**src/lcd_port_pkg.sv**
```systemverilog
package lcd_port_pkg;
  // ==================================================
  // host pin layout
  localparam int BUS_W = 8;
  localparam int SER_DATA_BIT = 7;
  localparam int SER_CLK_BIT = 6;
  localparam logic [2:0] SER_LAST_BIT = 3'h7;

  // ==================================================
  // apb register map, byte addresses
  localparam logic [7:0] STATUS_BYTE_ADDR = 8'h00;
  localparam logic [7:0] READ_BYTE_ADDR = 8'h04;
  localparam logic [7:0] CMD_LAST_ADDR = 8'h08;
  localparam logic [7:0] DATA_LAST_ADDR = 8'h0C;
  localparam logic [7:0] PORT_STATE_ADDR = 8'h10;

  // ==================================================
  // reset values and command decode
  localparam logic [7:0] STATUS_BYTE_RST = 8'h00;
  localparam logic [7:0] READ_BYTE_RST = 8'h00;
  localparam logic BIAS_ON_CHIP_RST = 1'b0;
  localparam logic [7:0] PWR_CTRL_MASK = 8'hF8;
  localparam logic [7:0] PWR_CTRL_CODE = 8'h28;
  localparam logic [2:0] PWR_OFF_FIELD = 3'h0;

  // ==================================================
  // types
  typedef enum logic [1:0] {MODE_RESET, MODE_SEP, MODE_ENA, MODE_SER} mode_t;
  typedef enum logic [1:0] {K_DATA_RD, K_DATA_WR, K_STAT_RD, K_CMD_WR} kind_t;

  typedef struct packed {
    logic cmd_data_select;
    logic chip_select_low_n;
    logic chip_select_high;
    logic rd_strobe_n;
    logic wr_strobe_n;
    logic iface_strap_first;
    logic iface_strap_second;
  } host_ctrl_t;

  typedef struct packed {
    logic psel;
    logic penable;
    logic pwrite;
    logic [7:0] paddr;
    logic [31:0] pwdata;
  } apb_req_t;
endpackage

```
**src/lcd_host_port.sv**
```systemverilog
// How it works
// - eight two-way host bus lines, read and write
// - serial data on line 7, clock on 6
// - select low is command, high is data
// - transfers only with both chip selects active
// - separate-strobe mode drives bus while read low
// - enable-strobe mode honours direction only while enable high
// - enable-strobe direction high means host read
// - enable-strobe direction low means host write
// - straps 0,1 pick separate-strobe mode
// - straps 1,1 pick enable-strobe mode
// - straps 1,0 serial; 0,0 reset state
// - power command switches bias on-chip or external
// - select and direction decode to four access kinds
// - serial mode gives no data or status reads
// - serial samples line 7 on clock rise, msb first
// - deselect clears serial shifter and bit counter
//
// The register addresses and the APB slave port were chosen for this implementation.
module lcd_host_port (
  input wire logic ref_clk,
  input wire logic rst,
  input wire logic [7:0] host_bus_in,
  output logic [7:0] host_bus_out,
  output logic [7:0] host_bus_oe,
  input wire lcd_port_pkg::host_ctrl_t host_ctrl,
  output logic bias_on_chip,
  input wire lcd_port_pkg::apb_req_t apb_req,
  output logic [31:0] prdata,
  output logic pready,
  output logic pslverr
);
  import lcd_port_pkg::*;

  // ==================================================
  // access decode shared by reads and writes
  function automatic kind_t xfer_kind(input logic data_sel, input logic is_read);
    if (data_sel) xfer_kind = is_read ? K_DATA_RD : K_DATA_WR;
    else xfer_kind = is_read ? K_STAT_RD : K_CMD_WR;
  endfunction

  mode_t mode_reg;
  host_ctrl_t ctrl_q;
  logic [7:0] bus_q;
  logic [7:0] shift_reg;
  logic [2:0] bit_cnt_reg;
  logic [7:0] status_byte_reg;
  logic [7:0] read_byte_reg;
  logic [7:0] cmd_last_reg;
  logic [7:0] cmd_cnt_reg;
  logic [7:0] data_last_reg;
  logic [7:0] data_cnt_reg;
  logic bias_reg;
  logic [7:0] out_reg;
  logic [7:0] oe_reg;
  logic [31:0] prdata_reg;
  logic pready_reg;
  logic pslverr_reg;

  // ==================================================
  // mode and chip select
  mode_t strap_mode;
  logic selected;
  logic in_reset;
  assign strap_mode = host_ctrl.iface_strap_first
    ? (host_ctrl.iface_strap_second ? MODE_ENA : MODE_SER)
    : (host_ctrl.iface_strap_second ? MODE_SEP : MODE_RESET);
  assign selected = ~host_ctrl.chip_select_low_n & host_ctrl.chip_select_high;
  assign in_reset = (mode_reg == MODE_RESET);

  // ==================================================
  // parallel strobes
  logic sep_rd, sep_wr, ena_rd, ena_wr;
  logic par_rd, par_wr;
  assign sep_rd = (mode_reg == MODE_SEP) & selected & ~host_ctrl.rd_strobe_n;
  assign sep_wr = (mode_reg == MODE_SEP) & selected & ~ctrl_q.wr_strobe_n
    & host_ctrl.wr_strobe_n;
  // enable strobe rides on the read pin, direction on the write pin
  assign ena_rd = (mode_reg == MODE_ENA) & selected & host_ctrl.rd_strobe_n
    & host_ctrl.wr_strobe_n;
  assign ena_wr = (mode_reg == MODE_ENA) & selected & ctrl_q.rd_strobe_n
    & ~host_ctrl.rd_strobe_n & ~ctrl_q.wr_strobe_n;
  assign par_rd = sep_rd | ena_rd;
  assign par_wr = sep_wr | ena_wr;

  // ==================================================
  // serial receiver
  logic sclk_rise, byte_done;
  logic [7:0] ser_byte;
  assign sclk_rise = (mode_reg == MODE_SER) & selected & host_bus_in[SER_CLK_BIT]
    & ~bus_q[SER_CLK_BIT];
  assign ser_byte = {shift_reg[6:0], host_bus_in[SER_DATA_BIT]};
  assign byte_done = sclk_rise & (bit_cnt_reg == SER_LAST_BIT);

  // ==================================================
  // write steering and read data
  logic wr_evt, wr_cds;
  logic [7:0] wr_byte;
  kind_t wr_kind, rd_kind;
  logic pwr_cmd;
  logic [7:0] out_next, oe_next;
  assign wr_evt = (par_wr | byte_done) & ~in_reset;
  assign wr_byte = byte_done ? ser_byte : bus_q; // data held through the strobe
  assign wr_cds = byte_done ? host_ctrl.cmd_data_select : ctrl_q.cmd_data_select;
  assign wr_kind = xfer_kind(wr_cds, 1'b0);
  assign rd_kind = xfer_kind(host_ctrl.cmd_data_select, 1'b1);
  assign pwr_cmd = wr_evt & (wr_kind == K_CMD_WR)
    & ((wr_byte & PWR_CTRL_MASK) == PWR_CTRL_CODE);
  assign out_next = (rd_kind == K_DATA_RD) ? read_byte_reg : status_byte_reg;
  assign oe_next = par_rd ? 8'hFF : 8'h00;

  // ==================================================
  // apb decode
  logic apb_setup_done, apb_commit, addr_ok;
  logic [31:0] rd_word;
  assign apb_setup_done = apb_req.psel & apb_req.penable & ~pready_reg;
  assign apb_commit = apb_req.psel & apb_req.penable & pready_reg;

  // register read mux and address check
  always_comb begin
    rd_word = 32'h0000_0000;
    addr_ok = 1'b1;
    if (apb_req.paddr == STATUS_BYTE_ADDR) begin
      rd_word = {24'h00_0000, status_byte_reg};
    end else if (apb_req.paddr == READ_BYTE_ADDR) begin
      rd_word = {24'h00_0000, read_byte_reg};
    end else if (apb_req.paddr == CMD_LAST_ADDR) begin
      rd_word = {16'h0000, cmd_cnt_reg, cmd_last_reg};
    end else if (apb_req.paddr == DATA_LAST_ADDR) begin
      rd_word = {16'h0000, data_cnt_reg, data_last_reg};
    end else if (apb_req.paddr == PORT_STATE_ADDR) begin
      rd_word = {26'h000_0000, bit_cnt_reg, bias_reg, mode_reg};
    end else begin
      addr_ok = 1'b0;
    end
  end

  // ==================================================
  // pin sampling and mode
  always_ff @(posedge ref_clk or posedge rst) begin
    if (rst) begin
      mode_reg <= MODE_RESET;
      ctrl_q <= '0;
      ctrl_q.rd_strobe_n <= 1'b1; // strobes rest high, no false edge after reset
      ctrl_q.wr_strobe_n <= 1'b1;
      bus_q <= 8'h00;
    end else begin
      mode_reg <= strap_mode;
      ctrl_q <= host_ctrl;
      bus_q <= host_bus_in;
    end
  end

  // serial shifter, cleared whenever deselected
  always_ff @(posedge ref_clk or posedge rst) begin
    if (rst) begin
      shift_reg <= 8'h00;
      bit_cnt_reg <= 3'h0;
    end else if (!selected || mode_reg != MODE_SER) begin
      shift_reg <= 8'h00;
      bit_cnt_reg <= 3'h0;
    end else if (sclk_rise) begin
      shift_reg <= ser_byte;
      bit_cnt_reg <= bit_cnt_reg + 3'h1;
    end
  end

  // captured command and display bytes
  always_ff @(posedge ref_clk or posedge rst) begin
    if (rst) begin
      cmd_last_reg <= 8'h00;
      cmd_cnt_reg <= 8'h00;
      data_last_reg <= 8'h00;
      data_cnt_reg <= 8'h00;
    end else if (wr_evt && wr_kind == K_CMD_WR) begin
      cmd_last_reg <= wr_byte;
      cmd_cnt_reg <= cmd_cnt_reg + 8'h01;
    end else if (wr_evt) begin
      data_last_reg <= wr_byte;
      data_cnt_reg <= data_cnt_reg + 8'h01;
    end
  end

  // bias supply mode, back to external in reset state
  always_ff @(posedge ref_clk or posedge rst) begin
    if (rst) begin
      bias_reg <= BIAS_ON_CHIP_RST;
    end else if (in_reset) begin
      bias_reg <= BIAS_ON_CHIP_RST;
    end else if (pwr_cmd) begin
      bias_reg <= (wr_byte[2:0] != PWR_OFF_FIELD);
    end
  end

  // host bus drivers
  always_ff @(posedge ref_clk or posedge rst) begin
    if (rst) begin
      out_reg <= 8'h00;
      oe_reg <= 8'h00;
    end else begin
      out_reg <= out_next;
      oe_reg <= oe_next;
    end
  end

  // apb slave, one wait state
  always_ff @(posedge ref_clk or posedge rst) begin
    if (rst) begin
      pready_reg <= 1'b0;
      prdata_reg <= 32'h0000_0000;
      pslverr_reg <= 1'b0;
    end else begin
      pready_reg <= apb_setup_done;
      if (apb_setup_done) begin
        prdata_reg <= apb_req.pwrite ? 32'h0000_0000 : rd_word;
        pslverr_reg <= ~addr_ok;
      end
    end
  end

  // software-owned read-back bytes
  always_ff @(posedge ref_clk or posedge rst) begin
    if (rst) begin
      status_byte_reg <= STATUS_BYTE_RST;
      read_byte_reg <= READ_BYTE_RST;
    end else if (apb_commit && apb_req.pwrite) begin
      if (apb_req.paddr == STATUS_BYTE_ADDR) status_byte_reg <= apb_req.pwdata[7:0];
      if (apb_req.paddr == READ_BYTE_ADDR) read_byte_reg <= apb_req.pwdata[7:0];
    end
  end

  assign host_bus_out = out_reg;
  assign host_bus_oe = oe_reg;
  assign bias_on_chip = bias_reg;
  assign prdata = prdata_reg;
  assign pready = pready_reg;
  assign pslverr = pslverr_reg;
endmodule // lcd_host_port

```
**config.mk**
```make
export PLATFORM = sky130hd
export DESIGN_NAME = lcd_host_port
export DESIGN_NICKNAME = d
export VERILOG_FILES = /design/src/lcd_port_pkg.sv /design/src/lcd_host_port.sv
export SDC_FILE = /design/constraint.sdc
export NUM_CORES = 1
export LEC_CHECK = 0
export BUFFER_PORTS_ARGS = -buffer_cell sky130_fd_sc_hd__buf_2
export CORE_ASPECT_RATIO = 1.75
export CORE_UTILIZATION = 27
export CTS_CLUSTER_DIAMETER = 120
export CTS_CLUSTER_SIZE = 28
export DETAILED_ROUTE_END_ITERATION = 10
export PLACE_DENSITY = 0.53
export SYNTH_ARGS = -nofsm -noshare
export SYNTH_HDL_FRONTEND = slang
export SYNTH_SLANG_ARGS = --single-unit
export TNS_END_PERCENT = 100
```
**constraint.sdc**
```tcl
create_clock -name ref_clk -period 9.88 [get_ports ref_clk]
set_clock_uncertainty 0.2 [all_clocks]
set_input_delay 1.976 -clock ref_clk [delete_from_list [all_inputs] [get_ports ref_clk]]
set_output_delay 1.976 -clock ref_clk [all_outputs]
set_load 0.05 [all_outputs]
```
==> results.toml <==
[run_status]
run_status = "complete, no violations"

[placement]
dp.cells = 657
portBuffers = 70
post-dp-hpwl_um = 7680
gp_congestion = 0.757

[worst_setup_path]
start_kind = "input pin"
required_ps = 9960
crit_type = "in -> reg"
end_kind = "flip-flop"
path_max_fanout = 22
timing.rr.end = "cmd_cnt_reg[1]"
reg2reg_from = "bit_cnt_reg[0]"
cp.arrival_ps = 3900
r2r_cells = 6
critical_path.slowest_cell = "nand3b_1"
crit_chain = "buf_2, nand3b_1, nor3_1, nand2b_1, a21oi_1, a221o_1"
reg2reg_slack_ps = 7300
cpPeakStageDelay_ps = 610

[logic_synthesis]
syn_inst = 386
yosysTopAreaCellShare_pct = 53.1
synth_flop_cell = "dfrtp_1"
synth_edf_count = 0
ys_seq_area_share_pct = 54.2
synth_cell_types = 53
syn_area_sq_um = 4570
synth_warnings = 0
syn_avg_cell_area_sq_um = 11.9
synth_seq_cells = 99
synth_area_leader_cell = "dfrtp_1"
synthTopCellsByArea = "dfrtp_1, buf_4, mux2_2"
async_flop_share_pct = 100

[detailed_routing]
postRouteAntennaNets = 0
wl_per_cell_um = 14.9
vias_per_cell = 4.49
drtIter0Drc = 78
dr.pass1.iters = 4
drc = 0
via_count = 3019
totalWireLength_um = 10100

[cts]
postCtsHoldBufs = 0
clkTransAtPathRegs_ps = 70
cts_sinks = 99
cts_max_level = 3
cts.repair.resized = 0
post-cts-setup-buffers = 0
clock_latency_ps = 340
cts_tree = "done"
cts.path.max_buffers = 2
numCtsBuffers = 9
clockRootBuffer = "clkbuf_16"

[cells_and_area]
area_growth_pct = 15.6
largest_register_ffs = 16
final_cell_mix = "dfrtp_1, buf_2, nor2_1"
final_common_cell = "dfrtp_1"
fin_cells = 673
antenna_cells = 0
fillers = 1696
drive_gt1_share_pct = 28.3
nets = 508

[global_routing]
grt_util_all_layers_pct = 12.4
grt_pass1_wl_um = 16600
grt_max_degree = 58
grt_pass1_vias = 3151
grt_antenna_before_repair = 0
overflow = 0

[sta]
finalSetupTns_ps = 0
maxSlewHeadroom_pct = 39.5
final.min_clock_period_ps = 3820
slew_viol_final = 0
rsz0062_at_grt = "no"
finalHoldViolations = 0
post-route-period-util_pct = 38.7
max_slew.worst_pin.slew_ps = 905
max_freq_ghz = 0.262
setup_violations = 0

[power]
ir_drop_v = 0.0000794
static-leakage-power_nw = 2.57
p_per_area_nw_per_um2 = 169

[die]
fp.dieArea_sq_um = 17500
core_region_area_sq_um = 16500
ios = 111
rows = 62
die_h_um = 174
die_w_um = 100
initial_core_util_pct = 27.7

[hold_path]
hold_path.class = "reg -> reg"
whs_path_depth = 1
min_to = "data_cnt_reg[7]"
min_from = "data_cnt_reg[7]"

[run]
maxCapViolations = 0
## synthesized netlist by cell type, types with 6 or more instances
master and n:
dfrtp_1 97, nor2_1 31, buf_4 27, nand2_1 25, a21oi_1 24, mux2_2 18
mux2i_1 18, o21ai_0 16, a22o_1 9, xnor2_1 9, mux2_4 8, nand3b_1 8
xor2_1 7, a211o_1 6
## metrics by stage
step	setup slack, ps	util [%]	hold WS (ps)	instance area, sq um	power (mW)
floorplan	5120	-	241	4630	0.534
detailed placement	5680	30.2	263	4990	0.559
finish	6060	32.0	274	5290	0.892
global placement	5730	30.2	258	4990	0.555
CTS	6040	32.0	275	5290	0.907
global route	5850	32.0	283	5290	0.941
## how the worst max path moves through the flow
stage                            start              to  slack [ps]  depth (start not counted)
after global routing       apb_req[42]       prdata[8]        5850                          5
final                      apb_req[42]       prdata[2]        6060                          6
after global placement    host_ctrl[5]  cmd_cnt_reg[1]        5730                          5
after detailed placement  host_ctrl[5]  cmd_cnt_reg[1]        5680                          5
after floorplan                    rst    bias_on_chip        5120                          1
after CTS                 host_ctrl[5]  cmd_cnt_reg[1]        6040                          5
## final cells by class
class	count	area [sq um]	area share [%]
multi-input cells	260	1860	35.2
clock buffers	10	239	4.52
well taps	224	280	5.30
flip-flops and latches	99	2480	46.9
repair buffers	71	358	6.77
clock inverters	6	56.3	1.06
inverters	3	13.8	0.260
## critical path, delay by kind of cell
family	cells	cell delay [ps]
simple gates	3	1470
compound gates	2	360
buf+inv	1	90
## metal layers
layer / share of wire [%] / wire (um) / track usage (%)
met1: 42 / 4200 / 14.6
met2: 54 / 5400 / 22.0
met3: 2.6 / 259 / 1.69
met4: 1.9 / 188 / 5.31
met5: 0 / 0 / 0
## report_power, final
part / switching, mW / internal, mW
registers: 0.0218 / 0.433
logic: 0.0610 / 0.0329
clock network: 0.159 / 0.183
total: 0.242 / 0.649
## logic make-up (layout without fill, tap and decap cells)
logic type	count (synthesis)	after routing	share of synthesized area [%]
buf+inv	42	90	6.32
compound gates	70	70	10.2
simple gates	108	108	13.0
other cells	1	16	0.0820
mux	46	46	12.0
xor+xnor	16	16	3.06
flops	99	99	54.2
fa+ha+maj	4	4	1.09
Note: power is estimated with default switching activity, not from simulation.
